--- src/core/ffsup_pkg.sv ---
// package of constants and types for the feed fault supervisor
package ffsup_pkg;
	localparam int CLK_HZ = 250000000;
	localparam int MOTION_TIMEOUT_MS = 1000;
	localparam int MOTION_TIMEOUT_CYC = (CLK_HZ / 1000) * MOTION_TIMEOUT_MS;
	localparam int FLASH_BLINK_MS = 250;
	localparam int FLASH_BLINK_CYC = (CLK_HZ / 1000) * FLASH_BLINK_MS;
	localparam int PRESS_TMR_W = 32;
	localparam int ERR_CODE_W = 9;
	localparam int EXC_W = 3;
	localparam logic [ERR_CODE_W-1:0] ERR_NONE = 9'h000;
	localparam logic [ERR_CODE_W-1:0] ERR_BUS = 9'h002;
	localparam logic [ERR_CODE_W-1:0] ERR_ADDR = 9'h003;
	localparam logic [ERR_CODE_W-1:0] ERR_ILLEGAL = 9'h004;
	localparam logic [ERR_CODE_W-1:0] ERR_DIVZERO = 9'h005;
	localparam logic [ERR_CODE_W-1:0] ERR_PRIV = 9'h008;
	localparam logic [ERR_CODE_W-1:0] ERR_SPURIOUS = 9'h018;
	localparam logic [ERR_CODE_W-1:0] ERR_KEY_STUCK = 9'h12d;
	localparam logic [ERR_CODE_W-1:0] ERR_KEY_REV = 9'h12e;
	localparam logic [ERR_CODE_W-1:0] ERR_BOARD_REV = 9'h12f;
	localparam logic [ERR_CODE_W-1:0] ERR_POWER = 9'h130;
	localparam logic [ERR_CODE_W-1:0] ERR_SERIAL = 9'h131;
	localparam logic [ERR_CODE_W-1:0] ERR_FLASH_WEAR = 9'h137;
	// exception cause encoding on exc_cause_in
	localparam logic [EXC_W-1:0] EXC_BUS = 3'h0;
	localparam logic [EXC_W-1:0] EXC_ADDR = 3'h1;
	localparam logic [EXC_W-1:0] EXC_ILLEGAL = 3'h2;
	localparam logic [EXC_W-1:0] EXC_DIVZERO = 3'h3;
	localparam logic [EXC_W-1:0] EXC_PRIV = 3'h4;
	localparam logic [EXC_W-1:0] EXC_SPURIOUS = 3'h5;
	typedef enum logic [1:0] {FFSUP_MODE_INIT, FFSUP_MODE_MANUAL, FFSUP_MODE_AUTO} ffsup_mode_t;
endpackage

--- src/core/ffsup_sync.sv ---
// two-flop synchroniser bank for pin inputs
`timescale 1ns/10ps
module ffsup_sync #(
	parameter int WIDTH = 1
) (
	// clock and reset
	input wire logic ref_clk_in,
	input wire logic sys_rst_in,
	// data
	input wire logic [WIDTH-1:0] async_in,
	output logic [WIDTH-1:0] sync_out
);
	logic [WIDTH-1:0] meta;
	logic [WIDTH-1:0] stage;
	always_ff @(posedge ref_clk_in or posedge sys_rst_in) begin
		if (sys_rst_in) begin
			meta <= '0;
			stage <= '0;
		end else begin
			meta <= async_in;
			stage <= meta;
		end
	end
	assign sync_out = stage;
endmodule // ffsup_sync

--- src/core/ffsup_timer.sv ---
// restartable down-counter that flags expiry of a programmed interval
`timescale 1ns/10ps
module ffsup_timer #(
	parameter int WIDTH = 32
) (
	// clock and reset
	input wire logic ref_clk_in,
	input wire logic sys_rst_in,
	// control
	input wire logic run_in,
	input wire logic restart_in,
	input wire logic [WIDTH-1:0] limit_in,
	// status
	output logic expired_out
);
	logic [WIDTH-1:0] count;
	logic [WIDTH-1:0] next_count;
	logic next_expired;
	always_comb begin
		next_count = count;
		next_expired = 1'b0;
		if (!run_in || restart_in) begin
			next_count = limit_in;
		end else if (count != '0) begin
			next_count = count - 1'b1;
			next_expired = (count == {{(WIDTH-1){1'b0}}, 1'b1});
		end
	end
	always_ff @(posedge ref_clk_in or posedge sys_rst_in) begin
		if (sys_rst_in) begin
			count <= '0;
			expired_out <= 1'b0;
		end else begin
			count <= next_count;
			expired_out <= next_expired;
		end
	end
endmodule // ffsup_timer

--- src/core/ffsup_top.sv ---
// feed fault supervisor: drive fault polling, hard and soft faults, error codes
// Behaviour
// - poll drive fault status continuously while operating
// - any drive error lights clear, flashes status
// - hard fault: init mode, outputs low, stop
// - hold enable until in-motion low, then drop
// - faults stay pending until clear key press
// - feed angle falls in motion or jog: hard
// - drive fault is hard fault, detail shown
// - soft fault stops cycle, keeps enable, mode
// - no feed angle edge in interval: soft
// - no in-motion one second after start: soft
// - enable not seen at drive: disabled warning
// - drive not ready: not-ready warning
// - exceptions report codes 2,3,4,5,8,24
// - stuck key at self-test reports 301
// - bad keypad rev 302, board rev 303
// - undervoltage power fail reports 304
// - serial port self-test failure reports 305
// - flash write limit exceeded reports 311
`timescale 1ns/10ps
module ffsup_top
	import ffsup_pkg::*;
#(
	parameter int MOTION_CYC = ffsup_pkg::MOTION_TIMEOUT_CYC,
	parameter int BLINK_CYC = ffsup_pkg::FLASH_BLINK_CYC,
	parameter int DETAIL_W = 16
) (
	// clock and reset
	input wire logic ref_clk_in,
	input wire logic sys_rst_in,
	// drive pins (asynchronous)
	input wire logic drive_fault_in,
	input wire logic [DETAIL_W-1:0] drive_detail_in,
	input wire logic drive_in_motion_in,
	input wire logic drive_enable_seen_in,
	input wire logic drive_ready_state_in,
	// press pin (asynchronous)
	input wire logic feed_angle_in,
	// operator keys (asynchronous)
	input wire logic clear_key_in,
	// controller status from the sequencing logic (same clock)
	input wire logic auto_mode_in,
	input wire logic jogging_in,
	input wire logic cycle_start_in,
	input wire logic cycling_in,
	input wire logic init_done_in,
	input wire logic [ffsup_pkg::PRESS_TMR_W-1:0] press_interval_in,
	// self-test and processor events (same clock)
	input wire logic exc_valid_in,
	input wire logic [ffsup_pkg::EXC_W-1:0] exc_cause_in,
	input wire logic selftest_active_in,
	input wire logic key_stuck_in,
	input wire logic keypad_rev_bad_in,
	input wire logic board_rev_bad_in,
	input wire logic serial_test_fail_in,
	input wire logic power_fail_in,
	input wire logic flash_wear_in,
	// drive outputs
	output logic drive_enable_line_out,
	output logic cycle_stop_out,
	output logic outputs_off_out,
	// mode and indicators
	output ffsup_pkg::ffsup_mode_t mode_out,
	output logic clear_led_out,
	output logic drive_status_key_led_out,
	// fault and warning status
	output logic hard_fault_out,
	output logic soft_fault_out,
	output logic feed_angle_lost_out,
	output logic drive_error_out,
	output logic press_timeout_out,
	output logic motion_timeout_out,
	output logic drive_disabled_warn_out,
	output logic drive_not_ready_warn_out,
	output logic [DETAIL_W-1:0] drive_detail_out,
	output logic [ffsup_pkg::ERR_CODE_W-1:0] error_code_out
);
	import ffsup_pkg::*;

	localparam int NPIN = 5;
	logic [NPIN-1:0] pins_raw;
	logic [NPIN-1:0] pins_sync;
	logic fault_s, motion_s, en_seen_s, ready_s, angle_s;
	logic [DETAIL_W-1:0] detail_s1, detail_s2;
	logic [1:0] clear_sync;
	logic clear_prev;
	logic clear_press;
	logic angle_prev;
	logic angle_fall;
	logic angle_edge;
	logic press_expired;

	assign pins_raw = {drive_fault_in, drive_in_motion_in, drive_enable_seen_in,
		drive_ready_state_in, feed_angle_in};
	// drive status is sampled every cycle, so polling never pauses
	ffsup_sync #(.WIDTH(NPIN)) u_pin_sync (
		.ref_clk_in(ref_clk_in),
		.sys_rst_in(sys_rst_in),
		.async_in(pins_raw),
		.sync_out(pins_sync)
	);
	assign {fault_s, motion_s, en_seen_s, ready_s, angle_s} = pins_sync;

	// fault flags and handling state
	logic flag_angle, flag_drive, flag_press, flag_motion;
	logic next_flag_angle, next_flag_drive, next_flag_press, next_flag_motion;
	logic hard_pending, soft_pending;
	ffsup_mode_t mode, next_mode;
	logic enable, next_enable;
	logic [31:0] motion_cnt, next_motion_cnt;
	logic motion_wait, next_motion_wait;
	logic [31:0] blink_cnt, next_blink_cnt;
	logic blink, next_blink;
	logic [DETAIL_W-1:0] detail, next_detail;
	logic [ERR_CODE_W-1:0] err_code, next_err_code;
	logic motion_expired;

	// the feed angle sync resets low, so a release shows a rise, never a loss
	assign angle_fall = angle_prev & ~angle_s;
	assign angle_edge = angle_prev ^ angle_s;
	assign clear_press = clear_sync[1] & ~clear_prev;
	assign hard_pending = flag_angle | flag_drive;
	assign soft_pending = flag_press | flag_motion;
	assign motion_expired = motion_wait && (motion_cnt == 32'h0000_0001);

	// press interval restarts on every feed angle edge
	ffsup_timer #(.WIDTH(PRESS_TMR_W)) u_press_tmr (
		.ref_clk_in(ref_clk_in),
		.sys_rst_in(sys_rst_in),
		.run_in(auto_mode_in & cycling_in & (mode == FFSUP_MODE_AUTO)),
		.restart_in(angle_edge),
		.limit_in(press_interval_in),
		.expired_out(press_expired)
	);

	always_comb begin
		next_flag_angle = flag_angle;
		next_flag_drive = flag_drive;
		next_flag_press = flag_press;
		next_flag_motion = flag_motion;
		// a clear press removes pending faults; a same-cycle event still sets
		if (clear_press) begin
			next_flag_angle = 1'b0;
			next_flag_drive = 1'b0;
			next_flag_press = 1'b0;
			next_flag_motion = 1'b0;
		end
		if (angle_fall && (motion_s || jogging_in)) begin
			next_flag_angle = 1'b1;
		end
		if (fault_s) begin
			next_flag_drive = 1'b1;
		end
		if (press_expired) begin
			next_flag_press = 1'b1;
		end
		if (motion_expired) begin
			next_flag_motion = 1'b1;
		end
	end

	always_comb begin
		next_mode = mode;
		next_enable = enable;
		next_motion_cnt = motion_cnt;
		next_motion_wait = motion_wait;
		next_detail = detail;
		if (fault_s) begin
			next_detail = detail_s2;
		end
		// motion timeout watch starts at cycle start, ends on in-motion
		if (cycle_start_in) begin
			next_motion_wait = 1'b1;
			next_motion_cnt = MOTION_CYC[31:0];
		end else if (motion_s || motion_expired || !cycling_in) begin
			next_motion_wait = 1'b0;
		end else if (motion_wait) begin
			next_motion_cnt = motion_cnt - 32'h0000_0001;
		end
		unique case (mode)
			FFSUP_MODE_INIT: begin
				// enable held through a stop until the axis stops moving
				if (hard_pending || next_flag_angle || next_flag_drive) begin
					if (!motion_s) begin
						next_enable = 1'b0;
					end
				end else if (init_done_in && ready_s) begin
					next_enable = 1'b1;
					next_mode = FFSUP_MODE_MANUAL;
				end
			end
			FFSUP_MODE_MANUAL, FFSUP_MODE_AUTO: begin
				// hard wins over soft: it already carries the cycle stop
				if (next_flag_angle || next_flag_drive) begin
					next_mode = FFSUP_MODE_INIT;
					next_enable = motion_s;
				end else begin
					next_mode = auto_mode_in ? FFSUP_MODE_AUTO : FFSUP_MODE_MANUAL;
				end
			end
			default: begin
				next_mode = FFSUP_MODE_INIT;
				next_enable = 1'b0;
			end
		endcase
	end

	// blinking of the drive status key while a fault is pending
	always_comb begin
		next_blink_cnt = blink_cnt;
		next_blink = blink;
		if (!hard_pending && !soft_pending) begin
			next_blink_cnt = 32'h0;
			next_blink = 1'b0;
		end else if (blink_cnt >= BLINK_CYC[31:0] - 32'h1) begin
			next_blink_cnt = 32'h0;
			next_blink = ~blink;
		end else begin
			next_blink_cnt = blink_cnt + 32'h1;
		end
	end

	// last reported firmware error code; later events overwrite it
	always_comb begin
		next_err_code = err_code;
		if (exc_valid_in) begin
			unique case (exc_cause_in)
				EXC_BUS: next_err_code = ERR_BUS;
				EXC_ADDR: next_err_code = ERR_ADDR;
				EXC_ILLEGAL: next_err_code = ERR_ILLEGAL;
				EXC_DIVZERO: next_err_code = ERR_DIVZERO;
				EXC_PRIV: next_err_code = ERR_PRIV;
				EXC_SPURIOUS: next_err_code = ERR_SPURIOUS;
				default: next_err_code = ERR_SPURIOUS;
			endcase
		end else if (power_fail_in) begin
			next_err_code = ERR_POWER;
		end else if (flash_wear_in) begin
			next_err_code = ERR_FLASH_WEAR;
		end else if (selftest_active_in) begin
			if (key_stuck_in) begin
				next_err_code = ERR_KEY_STUCK;
			end else if (keypad_rev_bad_in) begin
				next_err_code = ERR_KEY_REV;
			end else if (board_rev_bad_in) begin
				next_err_code = ERR_BOARD_REV;
			end else if (serial_test_fail_in) begin
				next_err_code = ERR_SERIAL;
			end
		end
	end

	// pin-side sampling; clear key and feed angle keep a previous copy
	// so that one press or one edge is acted on only once
	always_ff @(posedge ref_clk_in or posedge sys_rst_in) begin
		if (sys_rst_in) begin
			detail_s1 <= '0;
			detail_s2 <= '0;
			clear_sync <= 2'b00;
			clear_prev <= 1'b0;
			angle_prev <= 1'b0;
		end else begin
			detail_s1 <= drive_detail_in;
			detail_s2 <= detail_s1;
			clear_sync <= {clear_sync[0], clear_key_in};
			clear_prev <= clear_sync[1];
			angle_prev <= angle_s;
		end
	end

	// fault flags
	always_ff @(posedge ref_clk_in or posedge sys_rst_in) begin
		if (sys_rst_in) begin
			flag_angle <= 1'b0;
			flag_drive <= 1'b0;
			flag_press <= 1'b0;
			flag_motion <= 1'b0;
		end else begin
			flag_angle <= next_flag_angle;
			flag_drive <= next_flag_drive;
			flag_press <= next_flag_press;
			flag_motion <= next_flag_motion;
		end
	end

	// mode, enable, motion watch and captured detail
	always_ff @(posedge ref_clk_in or posedge sys_rst_in) begin
		if (sys_rst_in) begin
			mode <= FFSUP_MODE_INIT;
			enable <= 1'b0;
			motion_cnt <= 32'h0;
			motion_wait <= 1'b0;
			detail <= '0;
		end else begin
			mode <= next_mode;
			enable <= next_enable;
			motion_cnt <= next_motion_cnt;
			motion_wait <= next_motion_wait;
			detail <= next_detail;
		end
	end

	// status key blink state
	always_ff @(posedge ref_clk_in or posedge sys_rst_in) begin
		if (sys_rst_in) begin
			blink_cnt <= 32'h0;
			blink <= 1'b0;
		end else begin
			blink_cnt <= next_blink_cnt;
			blink <= next_blink;
		end
	end

	// error code; a clear press leaves it alone, only reset returns it
	// to none, so the last cause stays readable after recovery
	always_ff @(posedge ref_clk_in or posedge sys_rst_in) begin
		if (sys_rst_in) begin
			err_code <= ERR_NONE;
		end else begin
			err_code <= next_err_code;
		end
	end

	assign drive_enable_line_out = enable;
	assign mode_out = mode;
	// any pending fault orders a cycle stop; only hard drops the outputs
	assign cycle_stop_out = hard_pending | soft_pending;
	assign outputs_off_out = (mode == FFSUP_MODE_INIT);
	assign clear_led_out = hard_pending | soft_pending;
	assign drive_status_key_led_out = blink;
	assign hard_fault_out = hard_pending;
	assign soft_fault_out = soft_pending;
	assign feed_angle_lost_out = flag_angle;
	assign drive_error_out = flag_drive;
	assign press_timeout_out = flag_press;
	assign motion_timeout_out = flag_motion;
	assign drive_disabled_warn_out = enable & ~en_seen_s;
	// the ready sync resets low, so the warning shows from reset on
	assign drive_not_ready_warn_out = ~ready_s;
	assign drive_detail_out = detail;
	assign error_code_out = err_code;
endmodule // ffsup_top

--- config.mk ---
export PLATFORM = sky130hd
export DESIGN_NAME = ffsup_top
export DESIGN_NICKNAME = d
export VERILOG_FILES = /design/src/core/ffsup_pkg.sv /design/src/core/ffsup_sync.sv /design/src/core/ffsup_timer.sv /design/src/core/ffsup_top.sv
export SDC_FILE = /design/constraint.sdc
export NUM_CORES = 1
export LEC_CHECK = 0
export ABC_AREA = 1
export BUFFER_PORTS_ARGS = -buffer_cell sky130_fd_sc_hd__buf_2
export CAP_MARGIN = 20
export CELL_PAD_IN_SITES_DETAIL_PLACEMENT = 1
export CELL_PAD_IN_SITES_GLOBAL_PLACEMENT = 1
export CORE_ASPECT_RATIO = 1.2
export CORE_MARGIN = 2
export CORE_UTILIZATION = 45
export DETAILED_ROUTE_END_ITERATION = 12
export PLACE_DENSITY = 0.95
export SYNTH_ARGS = -nofsm -noshare
export SYNTH_HDL_FRONTEND = slang
export SYNTH_SLANG_ARGS = --single-unit
export TNS_END_PERCENT = 5
--- constraint.sdc ---
create_clock -name ref_clk_in -period 9.5 [get_ports ref_clk_in]
set_clock_uncertainty 0.15 [all_clocks]
set_input_delay 0.95 -clock ref_clk_in [delete_from_list [all_inputs] [get_ports ref_clk_in]]
set_output_delay 0.95 -clock ref_clk_in [all_outputs]
set_load 0.05 [all_outputs]
== After elaboration in Yosys (flattened, before gate mapping) ==
Index checks and enable logic that the tools add are counted.
Widths: inputs -> output; s select.

* Flip-flop bits (word level): 177
* Bits of input ports: 72
* Output and inout bits: 40

* Magnitude comparators: 1
* $add $sub $neg: 3
* Eq/ne operators: 14
* Mux-type cells: 39
* Reductions and logical operators: 31
* Bitwise gates (word level): 14

{| class="wikitable"
|+ Operators with widths
! kind !! number
|-
| $mux 32 || 7
|-
| $mux 9 || 8
|-
| $eq 32x1->1 const B || 2
|-
| $sub 32x1->32 const B || 2
|-
| $add 32x1->32 const B || 1
|-
| $ge 32x26->1 const B || 1
|-
| $reduce_bool 32->1 || 1
|-
| $pmux 5 s5 || 1
|-
| $mux 1 || 17
|-
| $reduce_bool 2->1 || 6
|-
| $mux 2 || 4
|-
| $logic_or 1x1->1 || 7
|-
| $reduce_bool 7->1 || 1
|-
| $eq 3x2->1 const B || 2
|-
| $ne 2x2->1 const B || 3
|-
| $reduce_and 2->1 || 3
|-
| $and 1x1->1 || 5
|-
| $not 1->1 || 5
|-
| $logic_and 1x1->1 || 4
|-
| $logic_not 1->1 || 4
|-
| $pmux 2 s2 || 1
|-
| $reduce_bool 4->1 || 1
|-
| $eq 3x1->1 const B || 1
|-
| $eq 3x3->1 const B || 1
|-
| 12 further kinds || 14
|}

== Depth between registers and ports, before layout ==
* Depth in word-level cells: 8
* Depth in mapped cells: 13

== Cells and area by module ==
From an unflattened synthesis, not the netlist that was laid out.

* Cells, all modules: 1,216
* Area total of the unflattened synthesis: 9,227.6 sq um

{| class="wikitable"
|+ Modules (own cells, without submodules)
! module !! area each (sq um) !! cells each !! instances
|-
| ffsup_top || 6,374.9 || 796 || 1
|-
| ffsup_timer || 2,598.7 || 409 || 1
|-
| ffsup_sync || 254.0 || 11 || 1
|}

== Least setup slack after synthesis ==
Ideal clock, no wire load.

* Kind: reg-to-output
* Start: register flag_drive, in the netlist drive_error_out
* End: output port cycle_stop_out
* Slack: 6.385 ns
* Arrival: 2.015 ns
* Cell stages (with the launch flop): 6
* Cell sequence: dfrtp_1 -> inv_1 -> nand2_1 -> inv_1 -> nand3_1 -> buf_4

* Longest elaborated chain between the ends: 2

{| class="wikitable"
|+ Ends and longest elaborated chain
! element !! RTL line !! text
|-
| start, declared || ffsup_top.sv:106 || <nowiki>logic flag_angle, flag_drive, flag_press, flag_motion;</nowiki>
|-
| start signal, assigned || ffsup_top.sv:281 || <nowiki>flag_drive <= next_flag_drive;</nowiki>
|-
| $or 1x1->1 || ffsup_top.sv:123 || <nowiki>assign hard_pending = flag_angle | flag_drive;</nowiki>
|-
| named net hard_fault_out || ffsup_top.sv:68 || <nowiki>output logic hard_fault_out,</nowiki>
|-
| $or 1x1->1 || n/a ||
|-
| end, declared || ffsup_top.sv:61 || <nowiki>output logic cycle_stop_out,</nowiki>
|}

The timed path passes the listed nets, and every way through them passes these cells.

== Worst setup path in the final report ==
* Start: register mode[0], in the netlist mode_out[0]
* End: register u_press_tmr.count[15]

* Longest elaborated chain between the ends: 5
* Elaborated cells on any way between the ends: 6
* Classes of those cells: eq/ne: 1; mux: 1; bitwise: 1; reduce/logical: 3

{| class="wikitable"
|+ Ends and longest elaborated chain
! element !! RTL line !! text
|-
| start, declared || ffsup_top.sv:109 || <nowiki>ffsup_mode_t mode, next_mode;</nowiki>
|-
| start signal, assigned || ffsup_top.sv:296 || <nowiki>mode <= next_mode;</nowiki>
|-
| $eq 2x2->1 (*) || ffsup_top.sv:131 || <nowiki>.run_in(auto_mode_in & cycling_in & (mode == FFSUP_MODE_AUTO)),</nowiki>
|-
| $and 1x1->1 (*) || ffsup_top.sv:131 ||
|-
| $logic_not 1->1 (*) || ffsup_timer.sv:22 || <nowiki>if (!run_in || restart_in) begin</nowiki>
|-
| $logic_or 1x1->1 (*) || ffsup_timer.sv:22 ||
|-
| $mux 32 / $reduce_bool 2->1 (equally long branches) || n/a ||
|-
| end signal, assigned || ffsup_timer.sv:34 || <nowiki>count <= next_count;</nowiki>
|-
| end, declared || ffsup_timer.sv:16 || <nowiki>logic [WIDTH-1:0] count;</nowiki>
|}

Mark *: on every way between the ends. The rest lies on a longest branch, timed or not.
A chain may end at the register's enable or synchronous reset.

==> results.py <==
metrics = {
    "synth": {
        "synth_edf_count": 0,
        "syn_inst": 1192,
        "synth_ff_type": "dfrtp_1",
        "synthArstFlopShare_pct": 100,
        "yosys_warnings": 0,
        "yosysSeqAreaShare_pct": 48.3,
        "synth.avg_cell_area_um2": 7.56,
        "synth_area_um2": 9010,
        "synth_top_area_share_pct": 48.3,
        "ys_top_cells_by_area": "dfrtp_1, nand2_1, nor2_1",
        "synth_top_area_cell": "dfrtp_1",
        "ys_types": 40,
        "ys_seq_elements": 174,
    },
    "die": {
        "die_h_um": 159,
        "die-area_um2": 21200,
        "die_w_um": 133,
        "ios": 112,
        "fp.coreArea_um2": 19600,
        "rows": 56,
        "start_util_pct": 46.0,
    },
    "worst_hold_path": {
        "hold_depth": 0,
        "hold_path_class": "reg -> reg",
        "hold_start": "detail_s1[5]$_DFF_PP0_",
        "hold_end": "detail_s2[5]$_DFF_PP0_",
    },
    "timing": {
        "setup_violations": 0,
        "drv_slew": 0,
        "hold_violations": 0,
        "fmax_mhz": 340,
        "finalCritPeriodShare_pct": 31.0,
        "fin_crit_ps": 2940,
        "worst_pin_slew_ps": 861,
        "tns_ps": 0,
        "relSlewSlack_pct": 42.6,
        "rsz0062_at_grt": "false",
        "timing.final.ws_setup_ps": 6560,
    },
    "worst_setup_path": {
        "end_kind": "flop",
        "cp-start-kind": "flop",
        "required_ps": 9660,
        "r2r_cells": 10,
        "reg2reg_slack_ps": 6560,
        "rr_endpoint": "u_press_tmr.count[15]$_DFFE_PP0P_",
        "r2r_start": "mode_out[0]$_DFFE_PP0P_",
        "cp_max_fo": 52,
        "critPathKind": "reg -> reg",
        "cp.arrival_ps": 3100,
    },
    "routing": {
        "drtPass1Iterations": 5,
        "drt_iter0_markers": 508,
        "post_drt_wl_per_cell_um": 18.7,
        "wl_um": 29600,
        "routed_via_density": 5.44,
        "route.detailed.drc": 0,
        "ant_nets": 0,
        "num_vias": 8608,
    },
    "clock_tree": {
        "htreeDepth": 4,
        "cts_sinks": 174,
        "cts_hold_buffers": 0,
        "postCtsSetupBuffers": 0,
        "cts_tree": "built",
        "cts.repair.resized": 0,
        "clk_latency_ps": 450,
        "clock_path_buffers": 2,
        "clockRootBuffer": "clkbuf_16",
        "numCtsBuffers": 17,
        "clk_pin_slew_ps": 80,
    },
    "finish": {
        "fillerInstances": 2510,
        "drive_above_1_share_pct": 14.3,
        "final_nets": 1385,
        "synthToLayoutAreaGrowth_pct": 15.3,
    },
    "grt": {
        "antenna_found_initial": 4,
        "grt_pass1_vias": 9323,
        "grt_overflow": 0,
        "grt_pass1_wl_um": 47500,
        "track_usage_pct": 28.6,
        "grt_max_degree": 94,
    },
    "power_and_ir_drop": {
        "leakage_nw": 5.08,
        "pwr_density_cell_nw_per_um2": 184,
        "ir_worst_vdd_v": 0.000139,
    },
    "place": {
        "numPortBuffers": 109,
        "hpwl_um": 20100,
        "gp_congestion": 0.863,
        "dp_slack_ps": 6230,
    },
    "outcome": {
        "status": "finished, final reports clean",
    },
    "flow_run": {
        "maxCapViolCount": 0,
    },
}
state kept, by name (all words and copies together) (netlist names), 2 cells and up:
| signal | cells |
|---|---|
| blink_cnt | 32 |
| motion_cnt | 32 |
| u_press_tmr.count | 32 |
| detail_s1 | 16 |
| detail_s2 | 16 |
| drive_detail_out | 16 |
| error_code_out | 6 |
| u_pin_sync.meta | 5 |
| u_pin_sync.sync_out | 5 |
| clear_sync | 2 |
| mode_out | 2 |
worst max-delay path by stage:
stage                             from                                end  slack [ps]  depth (start not counted)
2_1_floorplan               sys_rst_in               angle_prev$_DFF_PP0_        3680                          1
3_3_place_gp            cycle_start_in         motion_cnt[13]$_DFFE_PP0P_        6250                          5
3_5_place_dp            cycle_start_in         motion_cnt[13]$_DFFE_PP0P_        6230                          5
4_1_cts        mode_out[0]$_DFFE_PP0P_  u_press_tmr.count[15]$_DFFE_PP0P_        6520                         10
5_1_grt        mode_out[0]$_DFFE_PP0P_  u_press_tmr.count[15]$_DFFE_PP0P_        6340                         10
6_report       mode_out[0]$_DFFE_PP0P_  u_press_tmr.count[15]$_DFFE_PP0P_        6560                         10
kinds of logic after synthesis:
logic type / after synthesis / synth area share (%)
buffers and inverters: 156 / 7.31
XOR/XNOR: 37 / 3.59
flip-flops: 174 / 48.3
adder cells (fa/ha/maj): 9 / 1.25
AND/OR/NAND/NOR: 735 / 34.1
other: 1 / 0.0416
AO/OA/AOI/OAI: 80 / 5.39
critical path, cell delays in order, from the launching register on:
cell and delay [ps]:
dfrtp_1 410, inv_1 140, ha_1 190, nand2_1 110, nor2_4 100, buf_4 430, nand3_1 230, nor2_4 550
inv_1 250, o21ai_0 160, a21oi_1 60
where the power goes:
group | internal (W) | switching, W
Clock | 0.000376 | 0.000341
Combinational | 0.0000950 | 0.000266
Sequential | 0.000790 | 0.0000487
routing by layer:
layer	routed length (µm)	share of wire, %	track usage [%]	up-vias
met5	11	0.037	0	-
met1	11100	38	31.5	4302
met4	1280	4.3	13.5	2
met2	15800	54	53.1	269
met3	1270	4.3	4.90	106
li1	-	-	-	3929
final cells by class:
type / instances / area [µm²] / area share (%)
sequential: 174 / 4350 / 41.9
multi-input combinational: 869 / 4040 / 38.8
timing repair buffer: 112 / 588 / 5.66
inverter: 130 / 493 / 4.74
clock buffer: 18 / 429 / 4.13
tap: 261 / 327 / 3.14
clock inverter: 14 / 161 / 1.55
antenna: 3 / 7.51 / 0.0722
cell usage after synthesis (2+ instances only):
master    number
buf_4          5
clkbuf_1       6
nand3_1       83
xor2_1        28
buf_6          6
nor2_1       239
o21ai_0       30
dfrtp_1      174
or2_1          2
nor2_2         9
or2_2          8
nand2_2        4
clkinv_1       2
inv_1        128
xnor2_1        9
o22ai_1        4
ha_1           9
nor3b_1        3
a21oi_1       19
and2_1         2
o21ai_1        3
o21bai_1       5
nor3_1        13
nand3_2        2
nand2_1      340
nand4_1       22
nor2_4         4
buf_2          8
o21ai_2       14
placed cells by master, fill, tap and decap left out, types with 2 or more instances in the layout:
master,n
dfrtp_1,174
xor2_1,28
nor2_1,238
o21ai_0,30
conb_1,8
a21oi_1,19
clkbuf_16,17
buf_2,109
clkinv_1,2
nand2_2,4
nor2_2,9
nand2_1,340
nor3_1,13
clkinv_4,2
o21ai_1,3
ha_1,9
o21bai_1,5
nand3_2,2
diode_2,3
and2_1,2
or2_2,8
nand4_1,22
o22ai_1,4
nand3_1,83
buf_4,2
inv_6,7
inv_1,127
inv_8,4
nor3b_1,3
or2_1,2
o21ai_2,14
xnor2_1,9
nor2_4,5
per-stage QoR:
step                cell area (µm²)  hold WS, ps  util [%]  cells  total power, W
finish                        10400          204      53.0   1581         0.00192
global route                  10400          210      53.0   1580         0.00199
CTS                           10400          204      52.8   1577         0.00192
detailed placement             9770          186      49.8   1545         0.00119
global placement               9770          182      49.8   1545         0.00117
floorplan                      9040          181         -   1199         0.00109
(Power assumes the default switching activity.)
